--- src/verilog/smc_pkg.sv ---
/*
 * Package for the supply monitor control block: register offsets,
 * field positions, reset values and timing counts.
 * Assumes a 32-bit APB register bus on pclk at 25 MHz.
 */
`default_nettype none
package smc_pkg;
  // ----------------------------------------------------------------
  // Register byte offsets
  // ----------------------------------------------------------------
  localparam logic [7:0] OFF_STATUS  = 8'h00;
  localparam logic [7:0] OFF_ANALOG  = 8'h04;
  localparam logic [7:0] OFF_CORE    = 8'h08;
  localparam logic [7:0] OFF_REGUL   = 8'h0C;
  localparam logic [7:0] OFF_BANDGAP = 8'h10;
  localparam logic [7:0] OFF_FLL     = 8'h14;
  // ----------------------------------------------------------------
  // Monitor control fields
  // ----------------------------------------------------------------
  localparam int MON_ENABLE   = 0;
  localparam int MON_HYST     = 1;
  localparam int MON_ACTION   = 2;
  localparam int MON_SAMPLING = 3;
  localparam int MON_CLK_EN   = 4;
  localparam int MON_PSEL_LO  = 8;
  localparam int MON_PSEL_W   = 4;
  localparam int MON_THR_LO   = 16;
  localparam int MON_THR_W    = 6;
  // ----------------------------------------------------------------
  // Status fields
  // ----------------------------------------------------------------
  localparam int ST_A_DET   = 0;
  localparam int ST_A_SRDY  = 1;
  localparam int ST_C_DET   = 2;
  localparam int ST_C_SRDY  = 3;
  localparam int ST_LOCK_C  = 4;
  localparam int ST_LOCK_F  = 5;
  // ----------------------------------------------------------------
  // Regulator, bandgap and frequency loop fields
  // ----------------------------------------------------------------
  localparam int REG_LVL_W  = 6;
  localparam int BG_TSEN    = 0;
  localparam int BG_OUTEN   = 1;
  localparam int BG_TRIM_LO = 16;
  localparam int BG_TRIM_W  = 11;
  localparam int FLL_ENABLE = 0;
  localparam int FLL_LLAW   = 1;
  localparam int FLL_STABLE = 2;
  localparam logic [31:0] RESET_ZERO = 32'h0000_0000;
  // ----------------------------------------------------------------
  // Timing: prescaler clock and bus clock
  // ----------------------------------------------------------------
  localparam int PCLK_HZ     = 25_000_000;
  localparam int PRESC_HZ    = 1_000;
  localparam int PRESC_DIV   = PCLK_HZ / PRESC_HZ;
  localparam int SAMPLE_CYC  = 4;
endpackage
`default_nettype wire

--- src/verilog/smc_monitor.sv ---
/*
 * One supply monitor: sampling tick divider, sampling window and
 * detection with hysteresis and reset-or-interrupt action.
 * Assumes a one-cycle 1 kHz prescaler pulse in the pclk domain.
 */
`timescale 1ns/10ps
`default_nettype none
module smc_monitor #(
  parameter int PSEL_W = 4,
  parameter int THR_W  = 6
) (
  input  wire logic              pclk,
  input  wire logic              presetn,
  input  wire logic              presc_tick,
  input  wire logic              enable,
  input  wire logic              sampling_sel,
  input  wire logic              clk_en,
  input  wire logic              hysteresis,
  input  wire logic              action_int,
  input  wire logic [PSEL_W-1:0] prescale_sel,
  input  wire logic [THR_W-1:0]  threshold,
  input  wire logic [THR_W-1:0]  supply_level,
  output logic                   comparator_on,
  output logic                   detected,
  output logic                   reset_req,
  output logic                   irq_req
);
  localparam int CNT_W = PSEL_W + 2;
  logic [CNT_W-1:0] div_r;
  logic [CNT_W-1:0] div_top;
  logic             samp_tick;
  logic [2:0]       win_r;
  logic             det_r;
  logic             det_d_r;
  logic [THR_W:0]   thr_hi;
  logic             below;

  // ----------------------------------------------------------------
  // Sampling tick
  // ----------------------------------------------------------------
  // Divide by two times the sum of select and one
  assign div_top = CNT_W'(2 * (int'(prescale_sel) + 1) - 1);
  assign samp_tick = presc_tick && clk_en && (div_r == div_top);

  // Tick counter, idle without clock enable
  always_ff @(posedge pclk or negedge presetn) begin
    if (!presetn) begin
      div_r <= '0;
    end else if (!clk_en) begin
      div_r <= '0;
    end else if (presc_tick) begin
      div_r <= (div_r == div_top) ? '0 : div_r + 1'b1;
    end
  end

  always_ff @(posedge pclk or negedge presetn) begin
    if (!presetn) begin
      win_r <= '0;
    end else if (samp_tick) begin
      win_r <= 3'(smc_pkg::SAMPLE_CYC);
    end else if (win_r != '0) begin
      win_r <= win_r - 1'b1;
    end
  end

  assign comparator_on = enable && (!sampling_sel || (win_r != '0));

  // ----------------------------------------------------------------
  // Detection
  // ----------------------------------------------------------------
  // Hysteresis raises release point
  assign thr_hi = {1'b0, threshold} + (hysteresis ? (THR_W+1)'(1) : '0);
  assign below  = det_r ? ({1'b0, supply_level} < thr_hi)
                        : (supply_level < threshold);

  always_ff @(posedge pclk or negedge presetn) begin
    if (!presetn) begin
      det_r   <= 1'b0;
      det_d_r <= 1'b0;
    end else begin
      det_d_r <= det_r;
      if (!enable) begin
        det_r <= 1'b0;
      end else if (comparator_on) begin
        det_r <= below;
      end
    end
  end

  assign detected  = det_r;
  assign reset_req = det_r && !action_int;
  assign irq_req   = det_r && !det_d_r && action_int;
endmodule
`default_nettype wire

--- src/verilog/smc_top.sv ---
/*
 * Supply monitor control: APB registers for two supply monitors,
 * regulator level, bandgap trim and frequency loop lock retention.
 * Assumes APB master on pclk; nonvolatile values are steady inputs;
 * monitor sampling and sync run off a 1 kHz tick divided down from pclk.
 */
// Design decisions made here: the APB interface to the registers and the address map.
`timescale 1ns/10ps
`default_nettype none
module smc_top #(
  parameter int PRESC_DIV = smc_pkg::PRESC_DIV
) (
  input  wire logic        pclk,
  input  wire logic        presetn,
  input  wire logic        psel,
  input  wire logic        penable,
  input  wire logic        pwrite,
  input  wire logic [7:0]  paddr,
  input  wire logic [31:0] pwdata,
  output logic [31:0]      prdata,
  output logic             pready,
  output logic             pslverr,
  input  wire logic [31:0] analog_user_row,
  input  wire logic [31:0] core_user_row,
  input  wire logic [5:0]  factory_reg_level,
  input  wire logic [10:0] factory_bg_trim,
  input  wire logic [5:0]  analog_supply_rail,
  input  wire logic [5:0]  core_supply_rail,
  input  wire logic        fll_ref_clk_ok,
  input  wire logic        fll_coarse_lock_in,
  input  wire logic        fll_fine_lock_in,
  output logic             analog_comparator_on,
  output logic             core_comparator_on,
  output logic             monitor_reset_req,
  output logic             analog_monitor_irq,
  output logic             core_monitor_irq,
  output logic [5:0]       regulator_output_level,
  output logic [10:0]      bandgap_trim,
  output logic             temp_sensor_enable,
  output logic             bandgap_to_converter_enable,
  output logic             fll_enable,
  output logic             fll_drift_track
);
  localparam int PW = smc_pkg::MON_PSEL_W;
  localparam int TW = smc_pkg::MON_THR_W;
  localparam int DIV_W = $clog2(PRESC_DIV);

  typedef enum logic [1:0] {
    SMC_IDLE  = 2'b00,
    SMC_WAIT  = 2'b01,
    SMC_APPLY = 2'b11
  } smc_sync_t;

  logic             init_r;
  logic [31:0]      a_ctrl_r;
  logic [31:0]      c_ctrl_r;
  logic [31:0]      a_pend_r;
  logic [31:0]      c_pend_r;
  smc_sync_t        a_st_r;
  smc_sync_t        c_st_r;
  logic [5:0]       reg_level_r;
  logic [31:0]      bg_r;
  logic [2:0]       fll_r;
  logic             lock_c_r;
  logic             lock_f_r;
  logic [DIV_W-1:0] presc_r;
  logic             presc_tick;
  logic             wr_en;
  logic             a_srdy;
  logic             c_srdy;
  logic             a_det;
  logic             c_det;
  logic             a_rst;
  logic             c_rst;
  logic [31:0]      rd_nxt;
  logic             addr_ok;

  // ----------------------------------------------------------------
  // APB access
  // ----------------------------------------------------------------
  // Zero wait states; read data is registered at setup
  // so it stands unchanged through the access phase
  assign pready = 1'b1;
  assign wr_en  = psel && penable && pwrite;
  always_comb begin
    rd_nxt  = smc_pkg::RESET_ZERO;
    addr_ok = 1'b1;
    case (paddr)
      smc_pkg::OFF_STATUS: begin
        rd_nxt[smc_pkg::ST_A_DET]  = a_det;
        rd_nxt[smc_pkg::ST_C_DET]  = c_det;
        rd_nxt[smc_pkg::ST_A_SRDY] = a_srdy;
        rd_nxt[smc_pkg::ST_C_SRDY] = c_srdy;
        rd_nxt[smc_pkg::ST_LOCK_C] = lock_c_r;
        rd_nxt[smc_pkg::ST_LOCK_F] = lock_f_r;
      end
      smc_pkg::OFF_ANALOG:  rd_nxt = a_ctrl_r;
      smc_pkg::OFF_CORE:    rd_nxt = c_ctrl_r;
      smc_pkg::OFF_REGUL:   rd_nxt = {26'h000_0000, reg_level_r};
      smc_pkg::OFF_BANDGAP: rd_nxt = bg_r;
      smc_pkg::OFF_FLL:     rd_nxt = {29'h0000_0000, fll_r};
      default:              addr_ok = 1'b0;
    endcase
  end
  assign pslverr = psel && penable && !addr_ok;

  always_ff @(posedge pclk or negedge presetn) begin
    if (!presetn) begin
      prdata <= smc_pkg::RESET_ZERO;
    end else if (psel && !penable && !pwrite) begin
      prdata <= rd_nxt;
    end
  end

  // ----------------------------------------------------------------
  // Prescaler, 1 kHz tick
  // ----------------------------------------------------------------
  // Free running, so the tick phase never depends
  // on when software last wrote a register
  // Tick from the always-on prescaler
  always_ff @(posedge pclk or negedge presetn) begin
    if (!presetn) begin
      presc_r <= '0;
    end else if (presc_r == DIV_W'(PRESC_DIV - 1)) begin
      presc_r <= '0;
    end else begin
      presc_r <= presc_r + 1'b1;
    end
  end
  assign presc_tick = (presc_r == DIV_W'(PRESC_DIV - 1));

  // ----------------------------------------------------------------
  // Load after reset, one cycle after release
  // ----------------------------------------------------------------
  always_ff @(posedge pclk or negedge presetn) begin
    if (!presetn) begin
      init_r <= 1'b1;
    end else begin
      init_r <= 1'b0;
    end
  end

  // ----------------------------------------------------------------
  // Monitor control and write sync
  // ----------------------------------------------------------------
  // Sync completes the cycle after a prescaler tick, modelling the slow domain
  // Dropped rather than stalled: a stall could hold the bus
  // for a whole tick period, so software polls ready instead
  assign a_srdy = (a_st_r == SMC_IDLE);
  assign c_srdy = (c_st_r == SMC_IDLE);

  always_ff @(posedge pclk or negedge presetn) begin
    if (!presetn) begin
      a_ctrl_r <= smc_pkg::RESET_ZERO;
      a_pend_r <= smc_pkg::RESET_ZERO;
      a_st_r   <= SMC_IDLE;
    end else if (init_r) begin
      a_ctrl_r <= analog_user_row & ~(32'h0000_0001 << smc_pkg::MON_SAMPLING);
    end else begin
      case (a_st_r)
        SMC_IDLE: begin
          if (wr_en && paddr == smc_pkg::OFF_ANALOG) begin
            a_pend_r <= pwdata;
            a_st_r   <= SMC_WAIT;
          end
        end
        SMC_WAIT:  if (presc_tick) a_st_r <= SMC_APPLY;
        SMC_APPLY: begin
          a_ctrl_r <= a_pend_r;
          a_st_r   <= SMC_IDLE;
        end
        default:   a_st_r <= SMC_IDLE;
      endcase
    end
  end

  always_ff @(posedge pclk or negedge presetn) begin
    if (!presetn) begin
      c_ctrl_r <= smc_pkg::RESET_ZERO;
      c_pend_r <= smc_pkg::RESET_ZERO;
      c_st_r   <= SMC_IDLE;
    end else if (init_r) begin
      c_ctrl_r <= core_user_row & ~(32'h0000_0001 << smc_pkg::MON_SAMPLING);
    end else begin
      case (c_st_r)
        SMC_IDLE: begin
          if (wr_en && paddr == smc_pkg::OFF_CORE) begin
            c_pend_r <= pwdata;
            c_st_r   <= SMC_WAIT;
          end
        end
        SMC_WAIT:  if (presc_tick) c_st_r <= SMC_APPLY;
        SMC_APPLY: begin
          c_ctrl_r <= c_pend_r;
          c_st_r   <= SMC_IDLE;
        end
        default:   c_st_r <= SMC_IDLE;
      endcase
    end
  end

  // ----------------------------------------------------------------
  // Monitors
  // ----------------------------------------------------------------
  smc_monitor #(.PSEL_W(PW), .THR_W(TW)) u_analog (
    .pclk          (pclk),
    .presetn       (presetn),
    .presc_tick    (presc_tick),
    .enable        (a_ctrl_r[smc_pkg::MON_ENABLE]),
    .sampling_sel  (a_ctrl_r[smc_pkg::MON_SAMPLING]),
    .clk_en        (a_ctrl_r[smc_pkg::MON_CLK_EN]),
    .hysteresis    (a_ctrl_r[smc_pkg::MON_HYST]),
    .action_int    (a_ctrl_r[smc_pkg::MON_ACTION]),
    .prescale_sel  (a_ctrl_r[smc_pkg::MON_PSEL_LO +: PW]),
    .threshold     (a_ctrl_r[smc_pkg::MON_THR_LO +: TW]),
    .supply_level  (analog_supply_rail),
    .comparator_on (analog_comparator_on),
    .detected      (a_det),
    .reset_req     (a_rst),
    .irq_req       (analog_monitor_irq)
  );

  smc_monitor #(.PSEL_W(PW), .THR_W(TW)) u_core (
    .pclk          (pclk),
    .presetn       (presetn),
    .presc_tick    (presc_tick),
    .enable        (c_ctrl_r[smc_pkg::MON_ENABLE]),
    .sampling_sel  (c_ctrl_r[smc_pkg::MON_SAMPLING]),
    .clk_en        (c_ctrl_r[smc_pkg::MON_CLK_EN]),
    .hysteresis    (c_ctrl_r[smc_pkg::MON_HYST]),
    .action_int    (c_ctrl_r[smc_pkg::MON_ACTION]),
    .prescale_sel  (c_ctrl_r[smc_pkg::MON_PSEL_LO +: PW]),
    .threshold     (c_ctrl_r[smc_pkg::MON_THR_LO +: TW]),
    .supply_level  (core_supply_rail),
    .comparator_on (core_comparator_on),
    .detected      (c_det),
    .reset_req     (c_rst),
    .irq_req       (core_monitor_irq)
  );

  // Either monitor may pull the device reset
  assign monitor_reset_req = a_rst || c_rst;

  // ----------------------------------------------------------------
  // Regulator and bandgap
  // ----------------------------------------------------------------
  // Factory inputs are steady, one sample suffices
  // Factory regulator level
  always_ff @(posedge pclk or negedge presetn) begin
    if (!presetn) begin
      reg_level_r <= 6'h00;
    end else if (init_r) begin
      reg_level_r <= factory_reg_level;
    end else if (wr_en && paddr == smc_pkg::OFF_REGUL) begin
      reg_level_r <= pwdata[5:0];
    end
  end

  always_ff @(posedge pclk or negedge presetn) begin
    if (!presetn) begin
      bg_r <= smc_pkg::RESET_ZERO;
    end else if (init_r) begin
      bg_r <= {5'h00, factory_bg_trim, 16'h0000};
    end else if (wr_en && paddr == smc_pkg::OFF_BANDGAP) begin
      bg_r <= {5'h00, pwdata[26:16], 14'h0000, pwdata[1:0]};
    end
  end

  // Only trim and the two enables are writable
  assign regulator_output_level = reg_level_r;
  assign bandgap_trim           = bg_r[smc_pkg::BG_TRIM_LO +: smc_pkg::BG_TRIM_W];
  assign temp_sensor_enable     = bg_r[smc_pkg::BG_TSEN];
  assign bandgap_to_converter_enable = bg_r[smc_pkg::BG_OUTEN];

  // ----------------------------------------------------------------
  // Frequency loop lock retention
  // ----------------------------------------------------------------
  always_ff @(posedge pclk or negedge presetn) begin
    if (!presetn) begin
      fll_r <= 3'h0;
    end else if (wr_en && paddr == smc_pkg::OFF_FLL) begin
      fll_r <= pwdata[2:0];
    end
  end

  // Lock inputs are levels from the loop itself
  // Locks set wins; disable with lose-lock clears them
  always_ff @(posedge pclk or negedge presetn) begin
    if (!presetn) begin
      lock_c_r <= 1'b0;
      lock_f_r <= 1'b0;
    end else if (fll_r[smc_pkg::FLL_ENABLE]) begin
      if (fll_coarse_lock_in) lock_c_r <= 1'b1;
      // Fine only after coarse
      if (fll_fine_lock_in && lock_c_r) lock_f_r <= 1'b1;
    end else if (fll_r[smc_pkg::FLL_LLAW]) begin
      lock_c_r <= 1'b0;
      lock_f_r <= 1'b0;
    end
  end

  assign fll_enable = fll_r[smc_pkg::FLL_ENABLE];
  // Drift tracking gated by stable hold
  assign fll_drift_track = fll_r[smc_pkg::FLL_ENABLE] && fll_ref_clk_ok
                           && !fll_r[smc_pkg::FLL_STABLE] && lock_f_r;
endmodule
`default_nettype wire

--- config.mk ---
export PLATFORM = sky130hd
export DESIGN_NAME = smc_top
export DESIGN_NICKNAME = d
export VERILOG_FILES = /design/src/verilog/smc_pkg.sv /design/src/verilog/smc_monitor.sv /design/src/verilog/smc_top.sv
export SDC_FILE = /design/constraint.sdc
export NUM_CORES = 1
export LEC_CHECK = 0
export BUFFER_PORTS_ARGS = -buffer_cell sky130_fd_sc_hd__buf_2
export CAP_MARGIN = 10
export CORE_AREA = 2 2 173 141
export CTS_BUF_LIST = sky130_fd_sc_hd__clkbuf_8
export DETAILED_ROUTE_END_ITERATION = 16
export DIE_AREA = 0 0 175 143
export PLACE_DENSITY = 0.72
export SLEW_MARGIN = 20
export SYNTH_ARGS = -nofsm -noshare
export SYNTH_HDL_FRONTEND = slang
export SYNTH_HIERARCHICAL = 1
export SYNTH_SLANG_ARGS = --single-unit
--- constraint.sdc ---
create_clock -name pclk -period 3.2 [get_ports pclk]
set_input_delay 0.48 -clock pclk [delete_from_list [all_inputs] [get_ports pclk]]
set_output_delay 0.48 -clock pclk [all_outputs]
set_load 0.05 [all_outputs]
# [Yosys cells after proc, flatten, opt, wreduce, memory -nomap -nowiden]
# Cells that the tools add are included.
# Widths: inputs -> output; s select.
[op_classes] n_addsub=11 magnitude_cmp=4 n_eq_ne=22 muxes=40 bitwise=1 n_reduce_logical=58
[op_table] cell="$mux 32" n=6
[op_table] cell="$pmux 26 s3" n=1
[op_table] cell="$mux 6" n=8
[op_table] cell="$pmux 6 s6" n=1
[op_table] cell="$logic_and 1x1->1" n=26
[op_table] cell="$eq 8x4->1 const B" n=2
[op_table] cell="$eq 8x5->1 const B" n=2
[op_table] cell="$add 15x1->15 const B" n=1
[op_table] cell="$eq 15x15->1 const B" n=1
[op_table] cell="$mux 15" n=1
[op_table] cell="$add 6x7->7" n=2
[op_table] cell="$lt 6x7->1" n=2
[op_table] cell="$mux 1" n=14
[op_table] cell="$ne 2x1->1 const B" n=7
[op_table] cell="$reduce_bool 2->1" n=7
[op_table] cell="$add 6x1->6 const B" n=2
[op_table] cell="$eq 6x6->1" n=2
[op_table] cell="$lt 6x6->1" n=2
[op_table] cell="$mux 3" n=4
[op_table] cell="$reduce_and 3->1" n=4
[op_table] cell="$sub 6x2->6 const B" n=2
[op_table] cell="$add 4x1->5 const B" n=2
[op_table] cell="$logic_not 1->1" n=10
[op_table] cell="$eq 8x3->1 const B" n=1
[op_table] cell="13 further kinds" n=26
[totals] register_bits=245 in_bits=141 output_inout_bits=60 wordCells=158

# [Logic depth before layout (Yosys ltp)]
[logic_depth] word_depth=6 ltp_mapped=8 depth_no_buf=8

# [Modules after synthesis]
# The synthesis kept the hierarchy.
[by_module_without_submodules] mod="smc_top" n_inst=1 cells_each=807 area_each_um2=9206.3 seq_area_each_um2=5106.1
[by_module_without_submodules] mod="smc_monitor" n_inst=2 cells_each=128 area_each_um2=1132.3 seq_area_each_um2=275.3

# [Least setup slack after synthesis]
# Ideal clock, no wire load.
[synth_timing] path_kind="register to register" start="register presc_r[9]" end="register u_analog.div_r[4]" setup_ns=0.141 arrival_time_ns=2.174 t_required_ns=3.059 path_slack_ns=0.884 path_stages_with_launch=8 n_path_buf=2 synth_period_minus_slack_ns=2.316 cell_sequence="dfrtp_1 or4b_2 nor4_1 buf_2 clkbuf_1 nand3_1 o21ai_0 a211oi_1"
[synth_via] elab_chain_cells=2
[synth_lines] element="start: declaration" line="smc_top.sv:66" text="logic [DIV_W-1:0] presc_r;"
[synth_lines] element="start signal: assignment" line="smc_top.sv:127" text="presc_r <= presc_r + 1'b1;"
[synth_lines] element="$eq 15x15->1" line="smc_top.sv:130" text="assign presc_tick = (presc_r == DIV_W'(PRESC_DIV - 1));"
[synth_lines] element="named net presc_tick" line="smc_top.sv:67" text="logic presc_tick;"
[synth_lines] element="$ne 2x1->1 (no source line)"
[synth_lines] element="end signal: assignment" line="smc_monitor.sv:52" text="div_r <= (div_r == div_top) ? '0 : div_r + 1'b1;"
[synth_lines] element="end: declaration" line="smc_monitor.sv:29" text="logic [CNT_W-1:0] div_r;"
# The timed path passes the listed nets, and every way through them passes these cells.
# A chain may end at the register's enable or synchronous reset.

# [Worst setup path after layout]
[layout_timing] start="register presc_r[9]" end="register u_core.div_r[3]"
[layout_via] elab_chain_cells=2
[layout_lines] element="$eq 15x15->1" line="smc_top.sv:130"
[layout_lines] element="$ne 2x1->1 (no source line)"
[layout_lines] element="end signal: assignment" line="smc_monitor.sv:52"
[layout_lines] element="end: declaration" line="smc_monitor.sv:29"
# No other way between the ends.

==> flow_summary.yaml <==
status:
  outcome: "finished clean"
drt:
  first_pass_iters: 5
  vias_per_cell: 5.66
  detail-route-antenna-nets: 0
  routed_wl_um: 30100
  drt-initial-drc-count: 587
  wl_per_cell_um: 18.6
  drc: 0
  vias: 9138
placed_design:
  preCtsSetupSlack_ns: 0.566
  hpwl_um: 21100
  gp_congestion: 0.857
  port_buffers: 197
die:
  fp.dieW_um: 175
  core_area_mm2: 0.0232
  core.rowCount: 50
  die_h_um: 143
  ios: 201
  design.die.area_mm2: 0.0250
  floorplan.initialDensity: 0.494
worst_setup_path:
  crit_required_ns: 3.58
  crit_path_end_kind: "flop"
  worstSetupStartpointType: "flop"
  critical_path_arrival_ns: 2.96
  r2r_slack_ns: 0.63
  r2r_cells: 5
  critPathKind: "reg -> reg"
  reg2reg_from: "presc_r[9]"
  regToRegEndpoint: "u_core/div_r[3]"
  worstPathMaxFanout: 24
sta:
  tightest_slew_ns: 0.961
  rsz0062_at_grt: "no"
  period_needed_ns: 2.57
  fmax_mhz: 389
  setup_viol: 0
  skew_ns: 0.0223
  tns_ns: 0
  relSlewSlack: 0.355
  timing.final.max_slew_violations: 0
  worst_slack_ns: 0.626
  hold_viol_final: 0
  timing.final.crit_share: 0.804
hold_path:
  worstHoldStart: "analog_user_row[26]"
  hold_path.class: "in -> reg"
  min_path_cells: 3
  whs_endpoint: "a_ctrl_r[26]"
synth:
  synth_fa_ha_area_frac: 0.0382
  yosysTopAreaCell: "dfrtp_1"
  synth_compound_area_frac: 0.136
  synth_top_family_by_area: "multiplexers"
  synth_edf_count: 0
  syn-num-nets: 1239
  postSynthCellCount: 1063
  synth_area_leaders: "dfrtp_1, mux2i_1, o21ai_0, nand2_1, mux2_4"
  yosysSeqAreaShare: 0.493
  synthFlopType: "dfrtp_1"
  yosys_warnings: 6
  synthArstFlopShare: 1.00
  synth_area_mm2: 0.0115
  synth_top_area_frac: 0.491
  synth_area_per_cell_um2: 10.8
  synthMuxAreaShare: 0.154
  yosys.area_share.simple: 0.125
  synthXorXnorAreaFrac: 0.0244
  ys_types: 66
  synth-seq-cells: 226
clock_network:
  path_clk_slew_ns: 0.06
  cts_tree: "built"
  worstSkewPairLatency_ns: 0.53
  cts-root-buf: "clkbuf_8"
  cts.sinks: 226
  clk_path_buf_depth: 3
  htree_levels: 2
  post_cts_buffers: 0
  numCtsBuffers: 39
global_routing:
  gr-total-overflow: 0
  grt_max_degree: 77
  antenna_found_initial: 3
  grt_pass1_wl_um: 47600
  grt_pass1_vias: 8796
  grtUsageTotal: 0.242
power:
  p_leak_nw: 7.19
  p_per_area_mw_per_mm2: 476
  peakVddDrop_v: 0.000300
finish:
  fin_nets: 1447
  final_common_cell: "dfrtp_1"
  drive_gt1_frac: 0.284
  nFillCells: 1958
  syn_to_final_growth_pct: 19.2
  layout_common_cells: "dfrtp_1, buf_2, nand2_1"
run:
  drv_cap: 0
what timing repair did:
item | CTS | global route
gates resized for setup | 0 | 0
setup endpoints to repair | 0 | 0
hold buffers | 1 | 0
hold endpoints to repair | 52 | 0
per-stage QoR:
stage | cell area, um2 | hold slack [ns] | instances | utilization | power, mW
after global placement | 12900 | 0.441 | 1541 | 0.554 | 3.90
after CTS | 13700 | 0.132 | 1612 | 0.589 | 6.56
after detailed placement | 12900 | 0.444 | 1541 | 0.554 | 3.92
after global routing | 13700 | 0.145 | 1612 | 0.589 | 6.81
after floorplan | 11500 | 0.184 | 1063 | - | 3.59
final | 13700 | 0.158 | 1614 | 0.589 | 6.51
cell usage after synthesis, types with 3 or more instances:
master and count:
a211oi_1 6, a21boi_0 4, a21o_1 8, a21oi_1 34, a22o_1 12, a22oi_1 28
a2bb2oi_1 6, a31o_2 3, a31oi_1 11, and2_1 5, and3_1 11, and4b_1 3
buf_1 8, buf_2 4, buf_6 3, clkbuf_1 43, dfrtp_1 225, ha_1 35
inv_1 22, mux2_1 15, mux2_2 27, mux2_4 30, mux2i_1 75, mux4_2 4
nand2_1 128, nand2b_1 6, nand3_1 36, nand3b_1 4, nand4_1 5, nor2_1 29
nor2b_1 11, nor3_1 13, nor3b_1 4, o211ai_1 4, o21ai_0 113, o31ai_1 5
or2_2 5, or3_1 4, xnor2_1 20, xor2_1 12
cell type report:
type / count / area (um2) / area share
diodes: 2 / 5.00 / 0.000366
clock buffers: 48 / 661 / 0.0483
clock inverters: 22 / 131 / 0.00961
inverters: 22 / 82.6 / 0.00604
multi-input cells: 756 / 5500 / 0.402
flip-flops and latches: 226 / 5660 / 0.414
well taps: 312 / 390 / 0.0286
repair buffers: 226 / 1240 / 0.0908
routing by layer:
metal	share of wire	track usage	up-vias
met5	0.00037	0	-
met4	0.020	0.0702	2
met3	0.069	0.0509	46
met2	0.44	0.372	334
met1	0.47	0.347	4500
li1	-	-	4256
critical path: stages, from the launching register on:
cell,delay (ns)
dfrtp_1,0.43
or4b_2,0.69
nor4_2,0.35
buf_4,0.34
a21boi_0,0.48
a211oi_1,0.14
sequential cells by signal, indices dropped and copies added, names as in the netlist, 2 cells and up:
| name | cells |
|---|---|
| a_ctrl_r | 32 |
| a_pend_r | 32 |
| c_ctrl_r | 32 |
| c_pend_r | 32 |
| prdata | 32 |
| presc_r | 15 |
| bg_r | 13 |
| regulator_output_level | 6 |
| u_analog/div_r | 6 |
| u_core/div_r | 6 |
| fll_r | 3 |
| u_analog/win_r | 3 |
| u_core/win_r | 3 |
| a_st_r | 2 |
| c_st_r | 2 |
worst max-delay path by stage:
| stage | end | slack [ns] | depth (start not counted) | start |
|---|---|---|---|---|
| 6_report | u_core/div_r[3] | 0.63 | 5 | presc_r[9] |
| 5_1_grt | u_core/div_r[3] | 0.50 | 5 | presc_r[9] |
| 2_1_floorplan | u_analog/div_r[4] | 0.88 | 7 | presc_r[9] |
| 3_5_place_dp | a_pend_r[15] | 0.57 | 6 | paddr[7] |
| 3_3_place_gp | a_pend_r[29] | 0.62 | 6 | paddr[7] |
| 4_1_cts | u_core/div_r[3] | 0.64 | 5 | presc_r[9] |
where the power goes:
part	internal [mW]	switching, mW	leakage (nW)
Clock	1.45	1.19	0.464
Combinational	0.303	0.473	3.75
Sequential	2.97	0.125	2.97
logic make-up after synthesis:
kind of cell | after synthesis
mux | 151
simple gates | 285
xor+xnor | 32
other cells | 2
buf+inv | 81
compound gates | 251
flops | 226
fa+ha+maj | 35
Power figures use the tool's default switching activity.
